==> src/core/acc_pkg.sv <==
/*
 Constants for the converter control block: register offsets, field positions,
 reset values and timing counts. Assumes a 25 MHz system clock.
*/
package acc_pkg;
   localparam logic [11:0] OFF_CTRL = 12'h000;
   localparam logic [11:0] OFF_PINCFG = 12'h004;
   localparam logic [11:0] OFF_CAJCFG = 12'h008;
   localparam logic [11:0] OFF_RESH = 12'h00C;
   localparam logic [11:0] OFF_RESL = 12'h010;
   localparam int CTRL_ON_BIT = 0;
   localparam int CTRL_GO_BIT = 1;
   localparam int CTRL_CHS_LO = 2;
   localparam int CAJ_CLK_LO = 0;
   localparam int CAJ_ACQ_LO = 3;
   localparam int CAJ_JUST_BIT = 7;
   localparam logic [7:0] CTRL_RST = 8'h00;
   localparam logic [7:0] PINCFG_RST = 8'h00;
   localparam logic [7:0] CAJCFG_RST = 8'h00;
   localparam int RES_BITS = 10;
   localparam int SYS_CLK_MHZ = 25;
   localparam int TAD_NS = 1600;
   localparam int TAD_CYC = (TAD_NS * SYS_CLK_MHZ + 999) / 1000;
   localparam int CONV_TAD = 11;
   typedef enum logic [1:0] {
      ACC_IDLE = 2'b00,
      ACC_ACQ = 2'b01,
      ACC_CONV = 2'b10
   } acc_state_t;
endpackage

==> src/core/acc_sar.sv <==
/*
 Successive approximation engine: one bit per step, MSB first.
 Assumes a comparator input that settles within one step.
*/
`timescale 1ns/1ps
module acc_sar #(
   parameter int BITS = 10
) (
   input wire logic sys_clk,
   input wire logic resetn,
   input wire logic start,
   input wire logic step,
   input wire logic cmp_hi,
   output logic [BITS-1:0] trial,
   output logic done
);
   import acc_pkg::*;
   typedef struct packed {
      logic [BITS-1:0] code;
      logic [BITS-1:0] bitm;
      logic done;
   } acc_sar_t;
   acc_sar_t s_q, s_d;
   always_comb begin
      s_d = s_q;
      s_d.done = 1'b0;
      if (start) begin
         s_d.bitm = {1'b1, {(BITS-1){1'b0}}};
         s_d.code = {1'b1, {(BITS-1){1'b0}}};
      end else if (step && (s_q.bitm != '0)) begin
         // Keep or drop the trial bit, then try the next lower one
         if (!cmp_hi) begin
            s_d.code = s_q.code & ~s_q.bitm;
         end
         s_d.bitm = s_q.bitm >> 1;
         s_d.code = s_d.code | (s_q.bitm >> 1);
         s_d.done = (s_q.bitm[0] == 1'b1);
      end
   end
   always_ff @(posedge sys_clk or negedge resetn) begin
      if (!resetn) begin
         s_q <= '0;
      end else begin
         s_q <= s_d;
      end
   end
   assign trial = s_q.code;
   assign done = s_q.done;
endmodule

==> src/core/acc_top.sv <==
/*
 Converter control block: AHB-Lite register slave, acquisition timer,
 conversion sequencing and result registers.
 Assumes an analog multiplexer and comparator core outside; the comparator
 answer arrives asynchronously and is synchronised here.
*/
//
// Contract
// - Convert selected input to unsigned 10-bit code
// - Acquire for programmed time, then convert
// - Channel write and start in one access
// - Bits 5..2 select input n
// - Small variant 12 inputs, large 16
// - Start flag reads busy, clears when done
// - Enable bit powers converter on
// - Top two control bits read zero
// - Config selects clock, acquisition, justification
// - Result readable as high and low registers
// - Pin config selects analog or digital pins
`timescale 1ns/1ps
module acc_top #(
   parameter int NUM_INPUTS = 16
) (
   input wire logic sys_clk,
   input wire logic resetn,
   input wire logic hsel,
   input wire logic [31:0] haddr,
   input wire logic [1:0] htrans,
   input wire logic hwrite,
   input wire logic [2:0] hsize,
   input wire logic [31:0] hwdata,
   input wire logic hready,
   output logic [31:0] hrdata,
   output logic hreadyout,
   output logic hresp,
   input wire logic cmp_hi,
   output logic [3:0] mux_sel,
   output logic sample_en,
   output logic [acc_pkg::RES_BITS-1:0] dac_code,
   output logic conv_power,
   output logic [7:0] pin_analog
);
   import acc_pkg::*;
   typedef struct packed {
      logic wr_pend;
      logic [11:0] wr_addr;
      logic [7:0] ctrl;
      logic [7:0] pincfg;
      logic [7:0] cajcfg;
      logic [RES_BITS-1:0] result;
      acc_state_t st;
      logic [12:0] tad_cnt;
      logic [5:0] acq_left;
      logic sar_start;
      logic [31:0] rdata;
      logic [1:0] cmp_sync;
      logic [3:0] mux;
      logic sample;
   } acc_top_t;
   acc_top_t r_q, r_d;
   logic tad_tick;
   logic [RES_BITS-1:0] trial;
   logic sar_done;
   logic [12:0] tad_div;
   logic [5:0] acq_tads;
   logic [7:0] wbyte;
   logic [15:0] just_res;

   acc_sar #(
      .BITS(RES_BITS)
   ) u_sar (
      .sys_clk(sys_clk),
      .resetn(resetn),
      .start(r_q.sar_start),
      .step(tad_tick && (r_q.st == ACC_CONV)),
      .cmp_hi(r_q.cmp_sync[1]),
      .trial(trial),
      .done(sar_done)
   );

   // Conversion clock divider and acquisition length
   always_comb begin
      tad_div = 13'(TAD_CYC) << r_q.cajcfg[CAJ_CLK_LO +: 3];
      case (r_q.cajcfg[CAJ_ACQ_LO +: 3])
         3'h0: acq_tads = 6'h01;
         3'h1: acq_tads = 6'h02;
         3'h2: acq_tads = 6'h04;
         3'h3: acq_tads = 6'h06;
         3'h4: acq_tads = 6'h08;
         3'h5: acq_tads = 6'h0C;
         3'h6: acq_tads = 6'h10;
         default: acq_tads = 6'h14;
      endcase
      // Left or right justification of the result pair
      if (r_q.cajcfg[CAJ_JUST_BIT]) begin
         just_res = {6'h00, r_q.result};
      end else begin
         just_res = {r_q.result, 6'h00};
      end
   end
   assign tad_tick = (r_q.tad_cnt >= (tad_div - 13'h0001));
   assign wbyte = hwdata[7:0];

   always_comb begin
      r_d = r_q;
      r_d.sar_start = 1'b0;
      r_d.cmp_sync = {r_q.cmp_sync[0], cmp_hi};
      if (r_q.st == ACC_IDLE || tad_tick) begin
         r_d.tad_cnt = 13'h0000;
      end else begin
         r_d.tad_cnt = r_q.tad_cnt + 13'h0001;
      end
      // Sequencer: acquisition first, then conversion
      case (r_q.st)
         ACC_IDLE: begin
            r_d.sample = 1'b0;
         end
         ACC_ACQ: begin
            r_d.sample = 1'b1;
            if (tad_tick) begin
               if (r_q.acq_left == 6'h01) begin
                  r_d.st = ACC_CONV;
                  r_d.sample = 1'b0;
                  r_d.sar_start = 1'b1;
               end else begin
                  r_d.acq_left = r_q.acq_left - 6'h01;
               end
            end
         end
         ACC_CONV: begin
            r_d.sample = 1'b0;
            if (sar_done) begin
               // Result and busy flag change together
               r_d.result = trial;
               r_d.ctrl[CTRL_GO_BIT] = 1'b0;
               r_d.st = ACC_IDLE;
            end
         end
         default: r_d.st = ACC_IDLE;
      endcase
      // Register write data phase
      r_d.wr_pend = 1'b0;
      if (r_q.wr_pend) begin
         case (r_q.wr_addr)
            OFF_CTRL: begin
               // Top bits dropped; channel and start taken together
               r_d.ctrl = {2'b00, wbyte[5:0]};
               // Busy keeps its state; a completion in this cycle still clears it
               if (r_q.st != ACC_IDLE) begin
                  r_d.ctrl[CTRL_GO_BIT] = (r_d.st != ACC_IDLE);
               end
               if (wbyte[CTRL_GO_BIT] && wbyte[CTRL_ON_BIT] && r_q.st == ACC_IDLE) begin
                  r_d.st = ACC_ACQ;
                  r_d.acq_left = acq_tads;
                  r_d.tad_cnt = 13'h0000;
               end else if (r_q.st == ACC_IDLE) begin
                  r_d.ctrl[CTRL_GO_BIT] = 1'b0;
               end
               // Turning off aborts any conversion
               if (!wbyte[CTRL_ON_BIT]) begin
                  r_d.ctrl[CTRL_GO_BIT] = 1'b0;
                  r_d.st = ACC_IDLE;
               end
            end
            OFF_PINCFG: r_d.pincfg = wbyte;
            OFF_CAJCFG: r_d.cajcfg = wbyte;
            default: ;
         endcase
      end
      // Sample strobe spans the whole acquisition state
      r_d.sample = (r_d.st == ACC_ACQ);
      // Multiplexer follows the selector; codes past the variant read as input 0
      if (r_d.ctrl[CTRL_CHS_LO +: 4] < 4'(NUM_INPUTS) || NUM_INPUTS >= 16) begin
         r_d.mux = r_d.ctrl[CTRL_CHS_LO +: 4];
      end else begin
         r_d.mux = 4'h0;
      end
      // Address phase
      if (hsel && hready && htrans[1]) begin
         r_d.wr_pend = hwrite;
         r_d.wr_addr = haddr[11:0];
         case (haddr[11:0])
            OFF_CTRL: r_d.rdata = {24'h0000_00, r_q.ctrl};
            OFF_PINCFG: r_d.rdata = {24'h0000_00, r_q.pincfg};
            OFF_CAJCFG: r_d.rdata = {24'h0000_00, r_q.cajcfg};
            OFF_RESH: r_d.rdata = {24'h0000_00, just_res[15:8]};
            OFF_RESL: r_d.rdata = {24'h0000_00, just_res[7:0]};
            default: r_d.rdata = 32'h0000_0000;
         endcase
      end
   end

   always_ff @(posedge sys_clk or negedge resetn) begin
      if (!resetn) begin
         r_q <= '0;
         r_q.ctrl <= CTRL_RST;
         r_q.pincfg <= PINCFG_RST;
         r_q.cajcfg <= CAJCFG_RST;
         r_q.st <= ACC_IDLE;
      end else begin
         r_q <= r_d;
      end
   end

   always_ff @(posedge sys_clk or negedge resetn) begin
      if (!resetn) begin
         hrdata <= 32'h0000_0000;
         mux_sel <= 4'h0;
         sample_en <= 1'b0;
         dac_code <= '0;
         conv_power <= 1'b0;
         pin_analog <= 8'h00;
      end else begin
         hrdata <= r_d.rdata;
         mux_sel <= r_d.mux;
         sample_en <= r_d.sample;
         dac_code <= trial;
         conv_power <= r_d.ctrl[CTRL_ON_BIT];
         pin_analog <= r_d.pincfg;
      end
   end
   assign hreadyout = 1'b1;
   assign hresp = 1'b0;
endmodule

==> config.mk <==
export PLATFORM = sky130hd
export DESIGN_NAME = acc_top
export DESIGN_NICKNAME = d
export VERILOG_FILES = /design/src/core/acc_pkg.sv /design/src/core/acc_sar.sv /design/src/core/acc_top.sv
export SDC_FILE = /design/constraint.sdc
export NUM_CORES = 1
export LEC_CHECK = 0
export ABC_AREA = 1
export ABC_CLOCK_PERIOD_IN_PS = 4600
export BUFFER_PORTS_ARGS = -buffer_cell sky130_fd_sc_hd__buf_2
export CAP_MARGIN = 0
export CORE_MARGIN = 2
export CORE_UTILIZATION = 30
export DETAILED_ROUTE_END_ITERATION = 6
export GPL_TIMING_DRIVEN = 0
export PLACE_DENSITY_LB_ADDON = 0.25
export SLEW_MARGIN = 5
export SYNTH_ARGS = -nofsm -noshare
export SYNTH_HDL_FRONTEND = slang
export SYNTH_HIERARCHICAL = 1
export SYNTH_SLANG_ARGS = --single-unit
==> constraint.sdc <==
create_clock -name sys_clk -period 4.6 [get_ports sys_clk]
set_clock_uncertainty 0.1 [all_clocks]
set_input_delay 0.46 -clock sys_clk [delete_from_list [all_inputs] [get_ports sys_clk]]
set_output_delay 0.46 -clock sys_clk [all_outputs]
set_load 0.005 [all_outputs]
* After elaboration in Yosys (flattened, before gate mapping) *
Index checks and enable logic that the tools add are counted.

storage, ports and cells
  logic and storage cells = 94
  bits in registers = 138
  bits of input ports = 75

cells by class
  shift operators = 1
  bitwise gates (word level) = 3
  reductions and logical operators = 18
  $lt $le $gt $ge = 1
  mux-type cells = 33
  eq/ne operators = 16
  add/sub/neg operators = 3

operator list
  cell                                                                  number
  21-bit two-way mux                                                    4
  8-bit case mux with 5 select lines                                    1
  12-bit by 4-bit == test with 1-bit output, second input constant      3
  5-bit case mux with 7 select lines                                    1
  10-bit two-way mux                                                    3
  13-bit two-way mux                                                    2
  12-bit by 3-bit == test with 1-bit output, second input constant      2
  12-bit zero test                                                      2
  22-bit two-way mux                                                    1
  20-bit two-way mux                                                    1
  16-bit two-way mux                                                    1
  8-bit two-way mux                                                     2
  7-bit two-way mux                                                     2
  13-bit by 1-bit adder with 13-bit output, second input constant       1
  13-bit >= comparator                                                  1
  6-bit by 3-bit << shifter with 13-bit output, first input constant    1
  13-bit by 1-bit subtractor with 13-bit output, second input constant  1
  12-bit by 5-bit == test with 1-bit output, second input constant      1
  6-bit two-way mux                                                     2
  10-bit bitwise AND                                                    1
  10-bit NOT                                                            1
  10-bit by 9-bit bitwise OR with 10-bit output                         1
  10-bit nonzero test                                                   1
  3-bit == test, second input constant                                  3
  other kinds (15)                                                      36

* Logic depth before layout (Yosys ltp) *
Gate-level depths: netlist (run 1).

  depth in word-level cells = 12
  depth in mapped cells = 17

* Cells and area by module *
The synthesis (run 1) kept the hierarchy.

by module, submodules not included
  module   instances  cells an instance  area an instance (sq um)
  acc_top  1          586                4768.3
  acc_sar  1          143                1143.6

* Worst setup path after synthesis (run 1) *
No wires, ideal clock.

  kind = register -> register
  start point = register r_q[73] in the netlist's numbering
  end point = register u_sar.s_q (netlist bit u_sar/trial[5])
  setup slack = 2.278 ns
  cell stages (with the launch flop) = 17
  arrival time = 2.104 ns
  buffers on the path = 3
  period minus slack after synthesis = 2.322 ns
  data required time = 4.383 ns
  cell sequence = dfrtp_1 -> clkbuf_1 -> or2_2 -> nand2_1 -> ha_1 -> nand2_1 -> nor2_1 -> nand2_1 -> nor2_1 -> nor2_1 -> nand3_2 -> inv_2 -> nor2_1 -> buf_2 -> buf_4 -> nand4_1 -> nand2_1

between the ends
  cells in the longest elaborated chain, start to end = 6

ends and longest elaborated chain
  element                                        line            text
  from (decl)                                    acc_top.sv:60   acc_top_t r_q, r_d;
  from (signal assigned)                         acc_top.sv:201  r_q <= r_d;
  6-bit by 3-bit << shifter with 13-bit output   acc_top.sv:83   tad_div = 13'(TAD_CYC) << r_q.cajcfg[CAJ_CLK_LO +: 3];
  13-bit by 1-bit subtractor with 13-bit output  acc_top.sv:101  assign tad_tick = (r_q.tad_cnt >= (tad_div - 13'h0001));
  13-bit >= comparator                           acc_top.sv:101
  1-bit logical AND                              acc_top.sv:75   .step(tad_tick && (r_q.st == ACC_CONV)),
  1-bit logical AND                              acc_sar.sv:30   end else if (step && (s_q.bitm != '0)) begin
  2-bit nonzero test (no source line)            n/a
  to (signal assigned)                           acc_sar.sv:42   s_q <= '0;
  to (signal assigned)                           acc_sar.sv:44   s_q <= s_d;
  to (decl)                                      acc_sar.sv:23   acc_sar_t s_q, s_d;

Every way passes these cells.
A chain may end at the register's enable or synchronous reset.

* Worst setup path after layout (run 1) *
  start point = register r_q[71] in the netlist's numbering
  end point = register u_sar.s_q (netlist bit u_sar/trial[4])

The elaborated chain is that of the path after synthesis.

==> impl_metrics.py, run 1 <==
metrics = {
    "pwr": {
        "p_sw_uw": 543.9,
        "netSwitchingFraction_pct": 26.85,
        "p_leak_nw": 3.775,
        "p_per_area_nw_per_um2": 291.0,
        "clkPwrFrac_pct": 38.4,
        "seq_power_share_pct": 51.4,
        "internal-power_mw": 1.482,
        "comb_power_share_pct": 10.2,
        "ir_worst_vdd_uv": 130.1,
    },
    "place": {
        "io_buffers": 58,
        "place_ws_ps": 1846,
        "dp_hpwl_mm": 10.77,
        "gp_congestion": 0.8461,
    },
    "timing": {
        "worst_pin_slew_ps": 502.0,
        "rsz0062_at_grt": "false",
        "tns_ps": 0,
        "timing.final.crit_share_pct": 60.08,
        "fin_hold_ws_ps": 110.0,
        "fin_ws_ps": 1836,
        "relSlewSlack_pct": 66.53,
        "drv_slew": 0,
        "setup_viol": 0,
        "hold_violations": 0,
        "max_freq_mhz": 361.8,
        "fin_crit_ps": 2764,
    },
    "outcome": {
        "status": "complete, no violations",
    },
    "logic_synthesis": {
        "async_flop_share_pct": 100.0,
        "synth_fa_ha_area_share_pct": 2.751,
        "synth_cell_type_count": 42,
        "synth-compound-area-share_pct": 7.069,
        "synth-seq-cells": 109,
        "synth_top_family_by_area": "simple AND/OR/NAND/NOR gates",
        "synth_top_area_cell": "dfrtp_1",
        "netlist_instances": 729,
        "synth_most_common_cell": "nand2_1",
        "synthXorXnorAreaFrac_pct": 0.2963,
        "yosysTopAreaCellShare_pct": 46.14,
        "synth-edff-count": 0,
        "synth_ff_type": "dfrtp_1",
        "muxShareOfSynthArea_pct": 1.312,
        "yosys.area_share.simple_pct": 27.98,
        "synth_warnings": 6,
        "synth_area_um2": 5912,
        "ys_seq_area_share_pct": 46.14,
        "synthTopCellsByCount": "nand2_1 (184), dfrtp_1 (109), inv_1 (72)",
        "synth_area_leaders": "dfrtp_1 (46%), nand2_1 (12%), buf_4 (7.5%)",
        "syn_avg_cell_area_um2": 8.110,
    },
    "die": {
        "fp-row-count": 51,
        "die_w_um": 144.4,
        "die_h_um": 144.4,
        "core_um2": 19400,
        "die-area_um2": 20850,
        "pin_count": 133,
        "initial_core_util_pct": 30.48,
    },
    "finish": {
        "diodes": 0,
        "multi_input_area_um2": 2427,
        "regArea_um2": 2728,
        "layout.nets": 912,
        "layout-drive-gt1-share_pct": 21.59,
        "synthToLayoutAreaGrowth_pct": 17.74,
        "fillers": 2088,
        "final_core_util_pct": 35.88,
    },
    "route": {
        "vias": 4785,
        "routedWlPerCell_um": 12.93,
        "drtIter0Drc": 200,
        "wl_mm": 14.15,
        "ant_nets": 0,
        "via_per_inst": 4.374,
        "drt-pass1-iter-count": 4,
        "drc": 0,
    },
    "global_route": {
        "antenna_found_initial": 0,
        "track_usage_pct": 14.47,
        "grt_pass1_wl_mm": 23.19,
        "grt_max_degree": 71,
        "grt_pass1_vias": 4493,
        "grt.overflow.total": 0,
    },
    "setup_path": {
        "critPathCaptureType": "flop",
        "crit_top_cell": "nor2_1",
        "slowest_delay_ps": 380,
        "cp-start-kind": "flop",
        "critPathRequiredTime_ps": 4810,
        "crit_chain": "clkbuf_1 -> nor2_1 -> inv_1 -> nand3_1 -> ha_1 -> nand2_1 -> nor2_2 -> nand2_1 -> nor2_1 -> nor2_1 -> nand3_2 -> inv_2 -> nor2_1 -> buf_2 -> buf_4 -> nand4_1 -> nand2_1",
        "cp_slowest_cell": "clkbuf_1",
        "worstPathMaxFanout": 10,
        "cp.arrival_ps": 2970,
        "r2r_slack_ps": 1840,
        "path_class": "flop to flop",
    },
    "cts": {
        "clockBufferDepth": 2,
        "cts_tree": "yes",
        "clock-sinks": 109,
        "clkTransAtPathRegs_ps": 80,
        "clk_latency_ps": 370,
        "post-cts-setup-buffer-count": 0,
        "numCtsBuffers": 9,
        "ctsHoldBuffers": 1,
        "ctsRootBufferMaster": "clkbuf_16",
        "cts_resized": 0,
        "htreeDepth": 3,
    },
    "min_path": {
        "hp-class": "input port to flop",
    },
    "job": {
        "drv_cap": 0,
    },
}
-- layout make-up --
cell class,instances,share of cell area (%)
Buffer,79,7.963
Clock buffer,10,3.433
Clock inverter,6,0.7730
Inverter,78,4.206
Multi-Input combinational cell,487,34.87
Sequential cell,109,39.19
Tap cell,265,4.764
Timing Repair Buffer,60,4.800
-- worst paths after layout --
path / endpoint / startpoint / depth (start not counted)
worst max-delay path: u_sar/trial[4] / r_q[71] / 17
worst min-delay path: r_d[6] / cmp_hi / 1
worst max register to register: u_sar/trial[4] / r_q[71] / 17
worst min register to register: r_q[6] / r_d[6] / 0
max in group asynchronous: r_q[41] / resetn / 3
min in group asynchronous: r_q[104] / resetn / 2
-- logic make-up after synthesis --
kind of cell               after synthesis
and+or+nand+nor                        357
buffers and inverters                  157
DFF                                    109
AOI/OAI and AO/OA                       82
adders and majority gates               13
muxes                                    7
other                                    2
xor gates and xnor gates                 2
-- cell usage in the layout, fill, tap and decap left out, types with 2 or more instances in the layout --
cell type / instances
clkbuf_16: 9
inv_2: 4
clkbuf_1: 9
nand3_2: 3
dfrtp_1: 109
nor3b_1: 4
o21ai_1: 31
buf_6: 3
nor3_4: 2
nand3_1: 49
nor4_1: 2
inv_1: 72
a21oi_1: 20
conb_1: 26
inv_6: 2
clkinv_4: 2
nor3_1: 6
or2_2: 3
nor2_2: 7
clkinv_1: 2
nand4_2: 2
buf_4: 59
ha_1: 13
buf_2: 65
o21ai_0: 28
nand4_1: 29
nor2_1: 55
nor3_2: 3
nand3b_1: 2
mux2_2: 5
nand2_1: 184
-- stage by stage --
step,cells,total power [mW],cell area [µm²]
6_report,1094,2.026,6960
5_1_grt,1094,2.131,6960
4_1_cts,1094,2.059,6960
3_5_place_dp,1077,1.269,6658
3_3_place_gp,1076,1.264,6624
2_1_floorplan,753,1.175,6002
-- critical path, delay by kind of cell (launching register included) --
kind	cells	cell delay [ps]
fa+ha+maj	1	290
flops	1	320
buf+inv	5	980
simple gates	11	990
-- power groups by stage --
stage,combinational (mW),clock (mW),sequential (mW)
6_report,0.207,0.779,1.04
5_1_grt,0.239,0.844,1.05
4_1_cts,0.210,0.808,1.04
3_5_place_dp,0.209,0,1.06
3_3_place_gp,0.204,0,1.06
2_1_floorplan,0.132,0,1.04
-- sequential cells by signal (all words and copies together), names as in the netlist --
signal	flops
r_q	57
dac_code	10
u_sar/s_q	10
u_sar/trial	10
hrdata	8
pin_analog	8
mux_sel	3
r_d	1
sample_en	1
u_sar/done	1
-- routing by layer --
metal / global-route usage (%) / up-vias / wire length [µm]
met2: 22.30 / 78 / 6295
met1: 20.15 / 2222 / 7039
li1: - / 2467 / -
met4: 6.183 / 0 / 322
met5: 0 / - / 0
met3: 2.318 / 18 / 487
Note: power is estimated with default switching activity, not from simulation.
==> run 2, diff against run 1 <==
--- a/config.mk
+++ b/config.mk
@@ -6,7 +6,7 @@
 export NUM_CORES = 1
 export LEC_CHECK = 0
 export ABC_AREA = 1
-export ABC_CLOCK_PERIOD_IN_PS = 4600
+export ABC_CLOCK_PERIOD_IN_PS = 2300
 export BUFFER_PORTS_ARGS = -buffer_cell sky130_fd_sc_hd__buf_2
 export CAP_MARGIN = 0
 export CORE_MARGIN = 2
==> constraint.sdc (replaced) <==
create_clock -name sys_clk -period 2.3 [get_ports sys_clk]
set_clock_uncertainty 0.1 [all_clocks]
set_input_delay 0.23 -clock sys_clk [delete_from_list [all_inputs] [get_ports sys_clk]]
set_output_delay 0.23 -clock sys_clk [all_outputs]
set_load 0.005 [all_outputs]
==> run 2 against run 1 <==
Compared with the run above: largest cell class unchanged; worst setup slack lost 1900 ps; critical path depth shrank 1; fmax grew 19%; the flow now finishes with violations (negative setup slack); sequential power grew 100%; final area grew 4.9%; routed wire length grew 2.5%.
==> impl_metrics.py, run 2 (same netlist as run 1, synthesis figures left out) <==
metrics = {
    "outcome": {
        "status": "complete, but fails checks",
        "violations": "negative setup slack",
    },
    "die": {
        "die_w_um": 144.4,
        "fp-row-count": 51,
        "initial_core_util_pct": 30.48,
        "die-area_um2": 20850,
        "pin_count": 133,
        "die_h_um": 144.4,
        "core_um2": 19400,
    },
    "pwr": {
        "p_per_area_nw_per_um2": 568.8,
        "ir_worst_vdd_uv": 388.8,
        "clkPwrFrac_pct": 39.0,
        "seq_power_share_pct": 50.1,
        "netSwitchingFraction_pct": 25.73,
        "internal-power_mw": 3.085,
        "comb_power_share_pct": 10.9,
        "p_leak_nw": 3.884,
        "p_sw_mw": 1.068,
    },
    "setup_path": {
        "critPathRequiredTime_ps": 2440,
        "cp_slowest_cell": "dfrtp_2",
        "critPathCaptureType": "flop",
        "worstPathMaxFanout": 10,
        "r2r_cells": 16,
        "critical_path_buf_inv_count": 4,
        "slowest_delay_ps": 500,
        "crit_chain": "nor2_4 -> inv_2 -> a21oi_2 -> ha_1 -> nand2_1 -> nor2_2 -> nand2_2 -> nor2_2 -> nor2_1 -> nand3_2 -> inv_4 -> nor2_4 -> buf_6 -> buf_8 -> nand4_1 -> nand2_1",
        "crit_start": "r_q[71]",
        "cp-start-kind": "flop",
        "r2r_start": "r_q[71]",
        "cp-endpoint": "u_sar/trial[1]",
        "cp_top_family": "simple AND/OR/NAND/NOR gates",
        "timing.rr.end": "u_sar/trial[1]",
        "path_class": "flop to flop",
        "crit_cells": 16,
        "cp.arrival_ps": 2460,
        "r2r_slack_ps": -20,
    },
    "cts": {
        "numCtsBuffers": 9,
        "cts_tree": "yes",
        "clockBufferDepth": 2,
        "clock-sinks": 109,
        "clk_latency_ps": 360,
        "clkTransAtPathRegs_ps": 70,
        "ctsRootBufferMaster": "clkbuf_16",
        "htreeDepth": 3,
    },
    "timing": {
        "fin_ws_ps": -20.30,
        "relSlewSlack_pct": 66.23,
        "hold_violations": 0,
        "rsz0062_at_grt": "true",
        "tns_ps": -90.56,
        "setup_viol": 11,
        "fin_crit_ps": 2320,
        "max_freq_mhz": 431.0,
        "worst_pin_slew_ps": 506.5,
        "timing.final.crit_share_pct": 100.9,
        "drv_slew": 0,
    },
    "route": {
        "drt-pass1-iter-count": 4,
        "routedWlPerCell_um": 13.10,
        "drc": 0,
        "via_per_inst": 4.408,
        "dr.max_layer_used": "met4",
        "vias": 4880,
        "wl_mm": 14.51,
        "dr_wl_met3_um": 608,
        "drt-met1-wl_mm": 7.127,
        "ant_nets": 0,
        "drtIter0Drc": 242,
        "dr_wl_met2_mm": 6.513,
    },
    "job": {
        "drv_cap": 0,
    },
    "global_route": {
        "antenna_found_initial": 0,
        "grt.overflow.total": 0,
        "track_usage_pct": 14.37,
        "grt_pass1_wl_mm": 23.29,
        "grt_max_degree": 79,
        "grt_pass1_vias": 4527,
    },
    "finish": {
        "top_register": "r_q",
        "layout.nets": 925,
        "design_area_um2": 7301,
        "final_common_cell": "nand2_1",
        "synthToLayoutAreaGrowth_pct": 23.49,
        "largest_register_ffs": 57,
        "diodes": 0,
        "final_core_util_pct": 37.64,
        "regArea_um2": 2730,
        "fillers": 2095,
        "layout_common_cells": "nand2_1 (175), dfrtp_1 (107), inv_1 (69), buf_4 (64), buf_2 (63)",
        "multi_input_area_um2": 2576,
        "layout-drive-gt1-share_pct": 26.72,
    },
    "place": {
        "io_buffers": 58,
        "gp_congestion": 0.8111,
        "dpl-instance-area_um2": 6659,
        "dp_hpwl_mm": 10.74,
    },
    "min_path": {
        "hp-class": "input port to flop",
    },
}
-- run 2: cell types whose count changed in the layout (fill, tap and decap cells not counted), sizes merged --
cell / before / now
inv: 79 / 76
clkinv: 4 / 6
bufinv: 0 / 1
buf: 129 / 142
clkbuf: 19 / 17
dlygate4sd3: 1 / 3
-- run 2: cell type report --
type	instances	share of cell area, %
Sequential cell	109	37.40
Clock inverter	6	0.9940
Clock buffer	10	3.273
Buffer	76	7.712
Inverter	78	4.079
Multi-Input combinational cell	487	35.29
Timing Repair Buffer	76	6.718
Tap cell	265	4.542
-- run 2: worst min path at each step --
stage | from | end | slack [ps] | cells past startpoint
after floorplan | resetn | dac_code[0] | -170 | 0
after global placement | cmp_hi | r_d[6] | 240 | 1
after detailed placement | resetn | r_q[104] | 40 | 1
after CTS | haddr[1] | r_q[96] | 30 | 3
after global routing | haddr[0] | r_q[95] | 40 | 3
final | haddr[1] | r_q[96] | 40 | 3
-- run 2: stage by stage --
stage | hold WS, ps | instances | total power, mW | setup WS, ps
floorplan | -165.6 | 753 | 2.350 | 7.995
global placement | 239.6 | 1076 | 2.526 | -551.6
detailed placement | 42.59 | 1077 | 2.537 | -543.2
CTS | 25.65 | 1104 | 4.212 | -21.89
global route | 42.77 | 1107 | 4.350 | -197.8
finish | 41.25 | 1107 | 4.153 | -20.30
-- run 2: what timing repair did --
action / CTS / global route
pin swaps: 18 / 23
gates resized for setup: 32 / 23
hold endpoints to repair: 33 / 0
endpoints found under the setup margin: 43 / 42
setup buffers: 11 / 2
hold buffers: 3 / 0
gates cloned: 0 / 1
-- run 2: power groups by stage --
| stage | clock (mW) | combinational (mW) | sequential [mW] |
|---|---|---|---|
| after floorplan | 0 | 0.263 | 2.09 |
| after detailed placement | 0 | 0.423 | 2.11 |
| after CTS | 1.68 | 0.451 | 2.08 |
| final | 1.62 | 0.451 | 2.08 |
| after global placement | 0 | 0.411 | 2.11 |
| after global routing | 1.74 | 0.514 | 2.09 |
-- run 2: worst min-delay path, cell delays in order --
cell,delay [ps]
buf_2,120
nand2_1,60
nand2_1,50
-- run 2: metal layers --
metal / vias to the layer above / GRT usage [%]
met3: 16 / 3.046
met1: 2272 / 19.95
met2: 97 / 22.55
met5: - / 0
met4: 0 / 4.292
li1: 2495 / -
